===== config.mk =====
export PLATFORM = sky130hd
export DESIGN_NAME = adc_reset_and_early_halt
export DESIGN_NICKNAME = d
export VERILOG_FILES = /design/src/adc_reset_and_early_halt.v
export VERILOG_INCLUDE_DIRS = /design/src /design/src/pkg
export SDC_FILE = /design/constraint.sdc
export NUM_CORES = 1
export LEC_CHECK = 0
export BUFFER_PORTS_ARGS = -buffer_cell sky130_fd_sc_hd__clkbuf_2
export CELL_PAD_IN_SITES_DETAIL_PLACEMENT = 0
export CELL_PAD_IN_SITES_GLOBAL_PLACEMENT = 1
export CORE_ASPECT_RATIO = 0.8
export CORE_MARGIN = 10
export CORE_UTILIZATION = 44
export DETAILED_ROUTE_END_ITERATION = 16
export HOLD_SLACK_MARGIN = 0.12
export PLACE_DENSITY = 0.87
export SYNTH_ARGS = -nofsm -noshare
export SYNTH_HDL_FRONTEND = slang
export SYNTH_SLANG_ARGS = --single-unit
export TNS_END_PERCENT = 1

===== constraint.sdc =====
create_clock -name CORE_CLK_I -period 2.5 [get_ports CORE_CLK_I]
set_input_delay 0.125 -clock CORE_CLK_I [delete_from_list [all_inputs] [get_ports CORE_CLK_I]]
set_output_delay 0.125 -clock CORE_CLK_I [all_outputs]
set_load 0.05 [all_outputs]

===== src/pkg/adc_ctrl_defines.vh =====
/*
  Constants for the converter reset and early-halt control block.
  Assumes a single core clock at 250 MHz and a bit-period divider inside the block.
*/
// Functional notes
// - Device reset returns all converter control state to reset values, converter off.
// - Reset abandons a running conversion; no completion is signalled for it.
// - Reset leaves both result byte registers unchanged.
// - Result bytes are undefined after power-on until a conversion writes them.
// - Acquisition time is the same whatever resolution is finally converted.
// - Full conversion gives 12 bits; clearing go/done stops at once, keeping resolved bits.
// - Unresolved bits of a halted conversion are written as zero.
// - N bits take N bit periods plus one settling bit period.
`ifndef ADC_CTRL_DEFINES_VH
`define ADC_CTRL_DEFINES_VH
`define RES_BITS        12
`define BITCNT_W        4
`define TAD_DIV         8'h20
`define TAD_DIV_W       8
`define ACQ_TADS        4'h4
`define ACQ_LAST        4'h3
`define CNT_LAST        4'hB
`define CNT_ONE         4'h1
`define TAD_LAST        8'h1F
`define TAD_ONE         8'h01
`define MSB_TRIAL       12'h800
`define RES_HIGH_PAD    4'h0
`define COMP_RST        1'b0
`endif


===== src/adc_reset_and_early_halt.v =====
/*
  Successive-approximation sequencer for the 12-bit converter: acquisition,
  amplifier settling, MSB-first resolution, early halt through go/done and
  write-back of the two result bytes.
  Assumes one core clock. Control inputs come from logic on that clock; the
  comparator answer on COMP_I is analog and is filtered here before use.
*/
`timescale 1ns/10ps
`include "adc_ctrl_defines.vh"
module adc_reset_and_early_halt (
  input  wire        CORE_CLK_I,
  input  wire        RST_N_I,
  input  wire        ENABLE_I,
  input  wire        GO_SET_I,
  input  wire        GO_CLEAR_I,
  input  wire        COMP_I,
  output wire        GO_DONE_O,
  output reg         DONE_O,
  output reg         CONV_ON_O,
  output reg  [11:0] TRIAL_O,
  output reg  [7:0]  RESULT_HIGH_BYTE_O,
  output reg  [7:0]  RESULT_LOW_BYTE_O
);
  // Sequencer states
  localparam [1:0] ST_IDLE   = 2'h0;
  localparam [1:0] ST_ACQ    = 2'h1;
  localparam [1:0] ST_SETTLE = 2'h2;
  localparam [1:0] ST_CONV   = 2'h3;

  reg  [1:0]            state;
  reg  [1:0]            next_state;
  reg  [`TAD_DIV_W-1:0] div;
  reg  [`BITCNT_W-1:0]  cnt;
  reg  [`BITCNT_W-1:0]  next_cnt;
  reg  [`RES_BITS-1:0]  sar;
  reg  [`RES_BITS-1:0]  next_sar;
  reg                   go;
  reg                   next_go;
  reg                   next_done;
  reg                   result_we;
  reg  [`RES_BITS-1:0]  result_val;
  reg                   comp_s1;
  reg                   comp_s2;
  reg                   comp_s3;
  reg                   comp_filt;
  wire                  tad_tick;
  wire                  conv_phase;
  wire                  start_req;
  wire                  halt_req;
  wire                  last_bit;
  wire                  acq_last;
  wire [`RES_BITS-1:0]  bit_mask;
  wire [`RES_BITS-1:0]  resolved;
  wire [`RES_BITS-1:0]  halted;

  // One bit period ends on this cycle
  assign tad_tick   = (div == `TAD_LAST);
  assign conv_phase = (state == ST_CONV);
  assign start_req  = GO_SET_I && ENABLE_I;
  assign halt_req   = GO_CLEAR_I && (state != ST_IDLE);
  assign last_bit   = (cnt == `CNT_LAST);
  assign acq_last   = (cnt == `ACQ_LAST);

  // Trial bit walks down from the top
  assign bit_mask = `MSB_TRIAL >> cnt;

  // Comparator low drops the trial bit, high keeps it
  assign resolved = comp_filt ? sar : (sar & ~bit_mask);

  // Trial bit not yet judged, lower bits still zero
  assign halted = sar & ~bit_mask;

  assign GO_DONE_O = go;

  // Analog comparator is asynchronous: three stages, accept on agreement
  always @(posedge CORE_CLK_I or negedge RST_N_I) begin
    if (!RST_N_I) begin
      comp_s1   <= `COMP_RST;
      comp_s2   <= `COMP_RST;
      comp_s3   <= `COMP_RST;
      comp_filt <= `COMP_RST;
    end else begin
      comp_s1 <= COMP_I;
      comp_s2 <= comp_s1;
      comp_s3 <= comp_s2;
      if (comp_s2 == comp_s3) begin
        comp_filt <= comp_s3;
      end
    end
  end

  // Bit-period divider, only runs while busy
  always @(posedge CORE_CLK_I or negedge RST_N_I) begin
    if (!RST_N_I) begin
      div <= {`TAD_DIV_W{1'b0}};
    end else if (state == ST_IDLE || tad_tick) begin
      div <= {`TAD_DIV_W{1'b0}};
    end else begin
      div <= div + `TAD_ONE;
    end
  end

  // Next-state logic
  always @* begin
    next_state = state;
    next_cnt   = cnt;
    next_sar   = sar;
    next_go    = go;
    next_done  = 1'b0;
    result_we  = 1'b0;
    result_val = resolved;
    case (state)
      ST_IDLE: begin
        if (start_req) begin
          next_go    = 1'b1;
          next_state = ST_ACQ;
          next_cnt   = {`BITCNT_W{1'b0}};
        end
      end
      ST_ACQ: begin
        // Fixed length, whatever resolution is kept later
        if (tad_tick) begin
          if (acq_last) begin
            next_state = ST_SETTLE;
            next_cnt   = {`BITCNT_W{1'b0}};
          end else begin
            next_cnt = cnt + `CNT_ONE;
          end
        end
      end
      ST_SETTLE: begin
        // One extra period for amplifier settling
        if (tad_tick) begin
          next_state = ST_CONV;
          next_sar   = `MSB_TRIAL;
        end
      end
      ST_CONV: begin
        if (tad_tick) begin
          if (last_bit) begin
            result_we  = 1'b1;
            next_go    = 1'b0;
            next_done  = 1'b1;
            next_state = ST_IDLE;
          end else begin
            next_sar = resolved | (bit_mask >> 1);
            next_cnt = cnt + `CNT_ONE;
          end
        end
      end
      default: begin
        next_state = ST_IDLE;
      end
    endcase
    // Software clear wins over a completion in the same cycle
    if (halt_req) begin
      next_go    = 1'b0;
      next_state = ST_IDLE;
      // Abort before conversion leaves results alone and signals nothing
      if (conv_phase) begin
        result_we  = 1'b1;
        result_val = halted;
        next_done  = 1'b1;
      end
    end
    // Converter off abandons a run, but a completion or clear due in the same cycle still writes and signals done
    if (!ENABLE_I) begin
      next_go    = 1'b0;
      next_state = ST_IDLE;
    end
  end

  // Sequencer state; reset abandons a run with no completion
  always @(posedge CORE_CLK_I or negedge RST_N_I) begin
    if (!RST_N_I) begin
      state <= ST_IDLE;
      cnt   <= {`BITCNT_W{1'b0}};
    end else begin
      state <= next_state;
      cnt   <= next_cnt;
    end
  end

  // Trial code register and its output copy
  always @(posedge CORE_CLK_I or negedge RST_N_I) begin
    if (!RST_N_I) begin
      sar     <= {`RES_BITS{1'b0}};
      TRIAL_O <= {`RES_BITS{1'b0}};
    end else begin
      sar     <= next_sar;
      TRIAL_O <= next_sar;
    end
  end

  // Flags seen by software
  always @(posedge CORE_CLK_I or negedge RST_N_I) begin
    if (!RST_N_I) begin
      go        <= 1'b0;
      DONE_O    <= 1'b0;
      CONV_ON_O <= 1'b0;
    end else begin
      go        <= next_go;
      DONE_O    <= next_done;
      CONV_ON_O <= ENABLE_I;
    end
  end

  // Result bytes have no reset: kept across device reset, unknown at power-on
  always @(posedge CORE_CLK_I) begin
    if (RST_N_I && result_we) begin
      RESULT_HIGH_BYTE_O <= {`RES_HIGH_PAD, result_val[11:8]};
      RESULT_LOW_BYTE_O  <= result_val[7:0];
    end
  end
endmodule


==> results.md, run 1 <==
* Status: finished, final reports clean
* Layout Utilization at 0.513
* Fin. Hold Viols at 0
* Worst-Skew Late Latency at 0.30 ns
* Vias/cell at 5.45
* Unique masters post-synth at 49
* #FFs+latches synth at 45
* Main area contributors after synthesis: dfrtp_1, edfxtp_1, ha_1
* Post-Syn Area per Cell at 11.1 µm²
* Post-synth EDFFs at 12
* Clk sinks at 45
* Initial DRC count at 122
* First-pass DRT Iterations at 5
* Crit Path Category: flip-flop to flip-flop
* Crit share post-route at 0.861
* Final wirelength at 5.22 mm
* Fillers at 493
* Die Height at 86.2 µm
* Largest family of logic cells by synthesized area: simple AND/OR/NAND/NOR gates
* Non-filler cells, final at 319
* Core area at 0.00538 mm²
* Placed cell count at 308
* Area share of xor/xnor cells in the synthesized design at 0.0218
* Setup violators final at 0
* CTS buffer count at 5
* DRC violations left at 0
* Most common cell after layout, fill and taps aside: dfrtp_1
* Die width at 103 µm
* Area grow syn2layout at 14.2%
* Synth Area in Adders at 0.0664
* RSZ-0062 raised after global routing: no
* Startpoint types: flip-flop
* Worst Hold Slack at 0.208 ns
* DR WL/cell at 16.4 µm
* Post-layout min period at 2.15 ns
* Sequential share of the synthesized area at 0.491
* Die area at 0.00887 mm²
* Pin count of the biggest net entering global routing at 34
* GRT Residual Overflow at 0
* RePlAce Congestion at 0.821
* CTS tree: built
* Standard-cell rows at 24
* F_max at 465 MHz
* Critical path required time at 2.49 ns
* Synthesized area at 0.00241 mm²
* Mapped Cells at 217
* Top_reg_cell synth: dfrtp_1
* CTS root buffer: clkbuf_8
* NumNets Final at 271
* Max Transition Viols Final at 0
* Max-Cap Viols at 0
* Final clock skew at 0.0139 ns
* Worst-path maximum fanout at 12
* Area of the multi-input gates at 0.00110 mm²
* Post-CTS setup buffers at 0
* First-pass GRT wire length at 8.60 mm
* Post-DP HPWL at 3.77 mm
* Register area at 0.00119 mm²
* Post-CTS Resized at 0
* Design area at 0.00276 mm²
* Placed Instance Area at 0.00262 mm²
* Final total negative setup slack at 0 ns
* Leakage at 1.21 nW
* Number of global-route vias before repair at 1730
* Asr flop ratio synth at 0.733
* IO Pins at 37
* Via Count at 1740
* H-Tree Depth at 2
* Initial Utilization at 0.449
* GRT Util Overall at 0.121
* Min-Delay Path Class: input port to flip-flop
* Hold buffers post-CTS at 3
* Number of diodes at 0
* Clock Path Buffers at 2
* Area leader, netlist: dfrtp_1
* Antenna-violating nets left at 0
* Clk pin slew, worst setup/hold paths at 0.08 ns
* Mux contribution to synthesized area at 0.0213
* Synth Area in Simple Gates at 0.173
* Share of layout cells above drive strength 1 at 0.213
* I/O Buffers at 32
* CP Capture Type: flip-flop
* Initial antenna violation count at 0
* Pwr dens at 774 mW/mm²
* Most frequent cells in the layout: dfrtp_1, clkbuf_2, nor2_1
* Top cell type's share of synthesized area at 0.342
* Complex-gate fraction of the synthesized area at 0.170
* YS warnings at 0
* Critical Path AT at 2.14 ns
* Worst VDD drop at 0.454 mV
==> registers in the layout, indices dropped and copies added, names as in the netlist <==
name	flops
cnt	4
comp_filt	1
RESULT_HIGH_BYTE_O	4
CONV_ON_O	1
sar	12
GO_DONE_O	1
comp_s3	1
comp_s1	1
DONE_O	1
state	2
div	8
comp_s2	1
RESULT_LOW_BYTE_O	8
==> per-stage QoR <==
stage / total power [mW] / setup slack, ns
after floorplan: 1.43 / 0.574
after global placement: 1.58 / 0.483
after detailed placement: 1.60 / 0.388
after CTS: 2.14 / 0.374
after global routing: 2.25 / 0.243
final: 2.13 / 0.348
==> power by group <==
part | switching [mW] | leakage (nW) | total (mW) | internal [mW]
Sequential | 0.0607 | 0.578 | 0.871 | 0.811
Clock | 0.247 | 0.0552 | 0.544 | 0.297
Combinational | 0.428 | 0.573 | 0.718 | 0.290
Total | 0.736 | 1.21 | 2.13 | 1.40
==> cells in the mapped netlist, types with 5 or more instances <==
| cell | count |
|---|---|
| dfrtp_1 | 33 |
| nor2_1 | 17 |
| o21ai_0 | 14 |
| edfxtp_1 | 12 |
| ha_1 | 12 |
| inv_1 | 11 |
| nand2_1 | 9 |
| nand3b_1 | 9 |
| buf_4 | 7 |
| o21a_1 | 7 |
| o2bb2ai_1 | 7 |
| nor3_1 | 6 |
| clkbuf_1 | 5 |
==> path summary, 6_finish.rpt <==
path | endpoint | cells past startpoint | slack [ns] | startpoint
setup reg to reg | RESULT_HIGH_BYTE_O[2]$_DFFE_PP_ | 6 | 0.35 | div[0]$_DFF_PN0_
hold reg to reg | comp_s2$_DFF_PN0_ | 0 | 0.36 | comp_s1$_DFF_PN0_
hold / removal | state[0]$_DFFE_PN0P_ | 4 | 0.21 | GO_CLEAR_I
max in group asynchronous | div[4]$_DFF_PN0_ | 3 | 1.74 | RST_N_I
min in group asynchronous | sar[0]$_DFFE_PN0P_ | 3 | 0.44 | RST_N_I
setup / recovery | RESULT_HIGH_BYTE_O[2]$_DFFE_PP_ | 6 | 0.35 | div[0]$_DFF_PN0_
==> area by class of cell <==
cell class                 count  area share
multi-input combinational    149       0.401
timing repair buffer          41      0.0853
inverter                      11      0.0150
tap                           65      0.0295
sequential                    45       0.430
clock buffer                   6      0.0263
clock inverter                 2      0.0127
==> critical path, stage by stage, from the launching register on <==
cell and delay (ns):
dfrtp_1 0.39, ha_1 0.22, and4_4 0.26, and2_1 0.40, a22o_1 0.22, and2_1 0.13, buf_4 0.22
==> logic make-up (layout without fill, tap and decap cells) <==
kind of cell	after synthesis	in the layout
buf+inv	26	60
other cells	1	4
compound gates	51	51
flops	45	45
fa+ha+maj	13	13
xor+xnor	6	6
mux	5	5
simple gates	70	70
==> per-layer routing <==
layer / global-route usage / vias up / wire (µm)
met2: 0.164 / 49 / 2160
met5: 0 / - / 0
met3: 0.0358 / 9 / 371
li1: - / 848 / -
met1: 0.176 / 834 / 2610
met4: 0.0416 / 0 / 68
Note: power is estimated with default switching activity, not from simulation.
==> inputs of run 2 (changes only) <==
--- a/config.mk
+++ b/config.mk
@@ -11,10 +11,11 @@
 export CELL_PAD_IN_SITES_GLOBAL_PLACEMENT = 1
 export CORE_ASPECT_RATIO = 0.8
 export CORE_MARGIN = 10
-export CORE_UTILIZATION = 44
+export CORE_UTILIZATION = 40
 export DETAILED_ROUTE_END_ITERATION = 16
 export HOLD_SLACK_MARGIN = 0.12
-export PLACE_DENSITY = 0.87
+export PLACE_DENSITY = 0.84
+export SKIP_LAST_GASP = 1
 export SYNTH_ARGS = -nofsm -noshare
 export SYNTH_HDL_FRONTEND = slang
 export SYNTH_SLANG_ARGS = --single-unit
==> constraint.sdc (replaced) <==
create_clock -name CORE_CLK_I -period 1.75 [get_ports CORE_CLK_I]
set_input_delay 0.0875 -clock CORE_CLK_I [delete_from_list [all_inputs] [get_ports CORE_CLK_I]]
set_output_delay 0.0875 -clock CORE_CLK_I [all_outputs]
set_load 0.05 [all_outputs]
==> results.md, run 2 (synthesis gave the netlist of run 1 again) <==
* Status: finished, violations left (was finished, final reports clean)
* Violated checks: setup timing
* H-Tree Depth at 2 (unchanged)
* Crit share post-route at 1.00 (was 0.861)
* Critical Path AT at 1.94 ns (was 2.14 ns)
* Worst-path maximum fanout at 12 (unchanged)
* Pin count of the biggest net entering global routing at 34 (unchanged)
* Number of cells on the worst reg-to-reg path at 6 (unchanged)
* Internal power at 2.28 mW (was 1.40 mW)
* Number of global-route vias before repair at 1931 (was 1730)
* Antenna-violating nets left at 0 (unchanged)
* Clk sinks at 45 (unchanged)
* Final worst slack at -0.00127 ns (was 0.348 ns)
* First-pass DRT Iterations at 4 (was 5)
* Clk pin slew, worst setup/hold paths at 0.08 ns (about the same)
* Hold path depth at 4 (unchanged)
* NumNets Final at 301 (was 271)
* Sequential share of power at 0.356 (was 0.408)
* RSZ-0062 raised after global routing: yes (was no)
* Clock Path Buffers at 2 (unchanged)
* Largest regs: sar: 12 flops, RESULT_LOW_BYTE_O: 8 flops, div: 8 flops (unchanged)
* CP Capture Type: flip-flop (unchanged)
* GRT Util Overall at 0.125 (was 0.121)
* Setup violators final at 1 (was 0)
* Leakage at 1.36 nW (was 1.21 nW)
* Initial DRC count at 72 (was 122)
* Fin. Hold Viols at 0 (unchanged)
* I/O Buffers at 32 (unchanged)
* Total Power at 3.43 mW (was 2.13 mW)
* Max-Cap Viols at 0 (unchanged)
* Final total negative setup slack at -0.00127 ns (was 0 ns)
* Combinational share of power at 0.414 (was 0.337)
* Standard-cell rows at 25 (was 24)
* Most common cell after layout, fill and taps aside: buf_4 (was dfrtp_1)
* Post-DP HPWL at 4.13 mm (was 3.77 mm)
* Initial antenna violation count at 0 (unchanged)
* Via Count at 1845 (was 1740)
* Largest Register: sar (unchanged)
* F_max at 571 MHz (was 465 MHz)
* DR WL/cell at 15.8 µm (was 16.4 µm)
* Area grow syn2layout at 27.1% (was 14.2%)
* Largest register FFs at 12 (unchanged)
* Critical path required time at 1.94 ns (was 2.49 ns)
* Worst Hold Slack at 0.198 ns (was 0.208 ns)
* IO Pins at 37 (unchanged)
* CTS buffer count at 5 (unchanged)
* Startpoint types: flip-flop (unchanged)
* Final wirelength at 5.76 mm (was 5.22 mm)
* Switching Share at 0.335 (was 0.345)
* Pwr dens at 1120 mW/mm² (was 774 mW/mm²)
* Psw at 1.15 mW (was 736 µW)
* Crit Path Category: flip-flop to flip-flop (unchanged)
* Die area at 0.00956 mm² (was 0.00887 mm²)
* Most frequent cells in the layout: buf_4, dfrtp_1, clkbuf_2 (was dfrtp_1, clkbuf_2, nor2_1)
* Worst-Skew Late Latency at 0.30 ns (about the same)
* Vias/cell at 5.05 (was 5.45)
* Number of diodes at 0 (unchanged)
* Final clock skew at 0.0132 ns (was 0.0139 ns)
* Initial Utilization at 0.410 (was 0.449)
* Min-Delay Path Class: input port to flip-flop (unchanged)
* GRT Residual Overflow at 0 (unchanged)
* CTS root buffer: clkbuf_8 (unchanged)
* Max Transition Viols Final at 0 (unchanged)
* Worst VDD drop at 0.831 mV (was 0.454 mV)
* RePlAce Congestion at 0.867 (was 0.821)
* Share of layout cells above drive strength 1 at 0.338 (was 0.213)
* Die Height at 89.5 µm (was 86.2 µm)
* Clk pwr share at 0.230 (was 0.255)
* Post-layout min period at 1.75 ns (was 2.15 ns)
* Die width at 107 µm (was 103 µm)
* DRC violations left at 0 (unchanged)
* CTS tree: built (unchanged)
* Core area at 0.00588 mm² (was 0.00538 mm²)
* First-pass GRT wire length at 9.67 mm (was 8.60 mm)
run 2: cell types whose count changed in the layout (fill, tap and decap cells not counted), sizes merged:
cell      delta
buf         +29
and2         +1
clkbuf       -1
clkinvlp     +1
run 2: cell type report:
class | count | area (µm²)
fillers | 579 | 2810
flip-flops and latches | 45 | 1190
multi-input cells | 150 | 1170
repair buffers | 70 | 457
well taps | 81 | 101
clock buffers | 5 | 68.8
clock inverters | 3 | 41.3
inverters | 11 | 41.3
run 2: stage by stage:
step / cells / setup slack [ns] / area [µm²] / utilization
6_report: 365 / -0.00127 / 3070 / 0.521
3_5_place_dp: 348 / -0.0567 / 2820 / 0.480
4_1_cts: 363 / -0.00104 / 3010 / 0.512
2_1_floorplan: 220 / -0.0294 / 2430 / -
3_3_place_gp: 348 / -0.0104 / 2820 / 0.480
5_1_grt: 365 / -0.0726 / 3070 / 0.521
run 2: path summary, 6_finish.rpt:
check / from / to / slack [ns]
worst max register to register: state[0]$_DFFE_PN0P_ / sar[11]$_DFFE_PN0P_ / -0.001
min in group asynchronous: RST_N_I / sar[2]$_DFFE_PN0P_ / 0.41
worst min register to register: comp_s1$_DFF_PN0_ / comp_s2$_DFF_PN0_ / 0.36
max in group asynchronous: RST_N_I / sar[9]$_DFFE_PN0P_ / 1.01
worst max-delay path: state[0]$_DFFE_PN0P_ / sar[11]$_DFFE_PN0P_ / -0.001
worst min-delay path: GO_CLEAR_I / state[1]$_DFFE_PN0P_ / 0.20
run 2: power by group through the flow:
stage          Combinational (mW)  Clock, mW  Sequential [mW]
2_1_floorplan               0.754          0             1.29
5_1_grt                      1.56      0.853             1.24
6_report                     1.42      0.790             1.22
3_3_place_gp                 1.28          0             1.24
3_5_place_dp                 1.31          0             1.25
4_1_cts                      1.38      0.800             1.22
run 2: per-layer routing:
layer	part of all wire	vias to the layer above	GRT usage
met4	0.0073	0	0.0307
met3	0.052	6	0.0382
met5	0	-	0
met2	0.45	31	0.197
met1	0.49	898	0.165
li1	-	910	-
run 2: critical path, cell delays in order (launching register included):
cell and delay (ns):
dfrtp_1 0.42, ha_2 0.24, and4b_1 0.22, and4bb_1 0.27, buf_6 0.14, nand3b_1 0.11, a32o_1 0.23
run 2: timing repair:
item	CTS	global route
hold buffers	3	0
cloned	1	0
endpoints found under the hold margin	36	0
pin swaps	1	3
buffers inserted	3	2
setup endpoints to repair	20	44
gates resized for setup	5	9
==> inputs of run 3 (changes only) <==
--- a/config.mk
+++ b/config.mk
@@ -9,7 +9,6 @@
 export BUFFER_PORTS_ARGS = -buffer_cell sky130_fd_sc_hd__clkbuf_2
 export CELL_PAD_IN_SITES_DETAIL_PLACEMENT = 0
 export CELL_PAD_IN_SITES_GLOBAL_PLACEMENT = 1
-export CORE_ASPECT_RATIO = 0.8
 export CORE_MARGIN = 10
 export CORE_UTILIZATION = 40
 export DETAILED_ROUTE_END_ITERATION = 16
==> results.md, run 3 (synthesis gave the netlist of run 1 again) <==
* Worst-path maximum fanout at 12 (unchanged)
* Largest regs: sar: 12 flops, RESULT_LOW_BYTE_O: 8 flops, div: 8 flops (unchanged)
* Post-DP HPWL at 3.92 mm (was 4.13 mm)
* DR WL/cell at 15.0 µm (was 15.8 µm)
* Violated checks: setup timing (unchanged)
* Clk sinks at 45 (unchanged)
* Slowest library cell on the worst path: dfrtp_1 (unchanged)
* Min-Delay Path Class: input port to flip-flop (unchanged)
* Worst-Skew Late Latency at 0.30 ns (about the same)
* Antenna-violating nets left at 0 (unchanged)
* CTS buffer count at 5 (unchanged)
* Critical path required time at 1.94 ns (about the same)
* Layout Utilization at 0.510 (was 0.521)
* DRC violations left at 0 (unchanged)
* Fin. Hold Viols at 0 (unchanged)
* Final worst slack at -0.00547 ns (was -0.00127 ns)
* Total Power at 3.40 mW (was 3.43 mW)
* Pwr dens at 1130 mW/mm² (was 1120 mW/mm²)
* GRT Util Overall at 0.110 (was 0.125)
* Initial antenna violation count at 0 (unchanged)
* First-pass GRT wire length at 8.85 mm (was 9.67 mm)
* I/O Buffers at 32 (unchanged)
* H-Tree Depth at 2 (unchanged)
* Area grow syn2layout at 24.3% (was 27.1%)
* Clk pin slew, worst setup/hold paths at 0.08 ns (about the same)
* Die area at 0.00954 mm² (was 0.00956 mm²)
* DP Worst Slack at -0.0224 ns (was -0.0567 ns)
* Register area at 0.00119 mm² (about the same)
* Status: finished, violations left (unchanged)
* Standard-cell rows at 28 (was 25)
* Initial Utilization at 0.410 (about the same)
* Initial DRC count at 92 (was 72)
* Via Count at 1796 (was 1845)
* Pin count of the biggest net entering global routing at 34 (unchanged)
* Share of layout cells above drive strength 1 at 0.310 (was 0.338)
* Number of global-route vias before repair at 1838 (was 1931)
* Startpoint types: flip-flop (unchanged)
* Most frequent cells in the layout: dfrtp_1, clkbuf_2, buf_4 (was buf_4, dfrtp_1, clkbuf_2)
* RePlAce Congestion at 0.849 (was 0.867)
* Clock Path Buffers at 2 (unchanged)
* First-pass DRT Iterations at 4 (unchanged)
* Fillers at 552 (was 579)
* F_max at 570 MHz (was 571 MHz)
* Max Transition Viols Final at 0 (unchanged)
* Post-layout min period at 1.76 ns (was 1.75 ns)
* Crit Path Category: flip-flop to flip-flop (unchanged)
* Most used cell, CP: buf_6
* CTS root buffer: clkbuf_8 (unchanged)
* IO Pins at 37 (unchanged)
* Max-Cap Viols at 0 (unchanged)
* CP Cell Sequence: buf_6 -> ha_4 -> and4b_2 -> and4bb_1 -> buf_6 -> o21ai_0 -> a32o_1 (was ha_2 -> and4b_1 -> and4bb_1 -> buf_6 -> nand3b_1 -> a32o_1)
* Largest stage delay, worst path at 0.41 ns (was 0.42 ns)
* Final wirelength at 5.27 mm (was 5.76 mm)
* Largest Register: sar (unchanged)
* Largest register FFs at 12 (unchanged)
* Number of diodes at 0 (unchanged)
* Core area at 0.00589 mm² (was 0.00588 mm²)
* Leakage at 1.32 nW (was 1.36 nW)
* Critical Path AT at 1.94 ns (about the same)
* Setup violators final at 3 (was 1)
* Die Height at 97.7 µm (was 89.5 µm)
* Die width at 97.7 µm (was 107 µm)
* Crit share post-route at 1.00 (about the same)
* Final clock skew at 0.0106 ns (was 0.0132 ns)
* CP Capture Type: flip-flop (unchanged)
* GRT Residual Overflow at 0 (unchanged)
* Worst VDD drop at 0.522 mV (was 0.831 mV)
* Vias/cell at 5.10 (was 5.05)
* CTS tree: built (unchanged)
* Area of the multi-input gates at 0.00114 mm² (was 0.00117 mm²)
* RSZ-0062 raised after global routing: yes (unchanged)
* NumNets Final at 294 (was 301)
## run 3: where the power goes
group,total (mW),internal (mW),switching [mW]
registers,1.24,1.16,0.0762
clock network,0.823,0.464,0.359
logic,1.34,0.653,0.688
## run 3: per-layer routing
| layer | global-route usage | vias up | wire [µm] |
|---|---|---|---|
| met4 | 0.0436 | 0 | 89 |
| met2 | 0.177 | 32 | 2460 |
| met1 | 0.134 | 858 | 2450 |
| li1 | - | 900 | - |
| met3 | 0.0320 | 6 | 263 |
| met5 | 0 | - | 0 |
## run 3: final cells by class
class,count,share of cell area
clock buffer,6,0.0275
clock inverter,2,0.0125
inverter,11,0.0138
multi-input combinational,149,0.380
sequential,45,0.396
tap,75,0.0313
timing repair buffer,64,0.139
## run 3: worst paths after layout
path / start / endpoint / slack (ns) / depth (start not counted)
setup / recovery: state[0]$_DFFE_PN0P_ / sar[9]$_DFFE_PN0P_ / -0.005 / 7
hold / removal: GO_CLEAR_I / state[1]$_DFFE_PN0P_ / 0.21 / 4
setup reg to reg: state[0]$_DFFE_PN0P_ / sar[9]$_DFFE_PN0P_ / -0.005 / 7
hold reg to reg: comp_s1$_DFF_PN0_ / comp_s2$_DFF_PN0_ / 0.36 / 0
max in group asynchronous: RST_N_I / state[1]$_DFFE_PN0P_ / 1.04 / 3
min in group asynchronous: RST_N_I / sar[7]$_DFFE_PN0P_ / 0.38 / 3
## run 3: timing repair
action                                 in CTS  in global routing
setup endpoints to repair                  21                 38
endpoints found under the hold margin      36                  0
hold buffers                                3                  0
resized for setup                           1                 10
buffers inserted                            0                  2
pin swaps                                   0                  3
## run 3: per-stage QoR
stage	cells	instance area [µm²]	hold slack, ns	setup TNS, ns
global placement	339	2790	0.187	0
global route	352	3000	0.229	-1.73
floorplan	220	2430	-0.208	-0.148
detailed placement	339	2790	0.189	-0.0874
finish	352	3000	0.212	-0.00904
CTS	350	2950	0.185	-0.0573
## run 3: critical path: cells and delay by family, from the launching register on
kind                     cells  cell delay [ns]
AND/OR/NAND/NOR              2             0.50
flip-flops                   1             0.41
AO/OA/AOI/OAI                2             0.30
buffers and inverters        2             0.27
adder cells (fa/ha/maj)      1             0.16
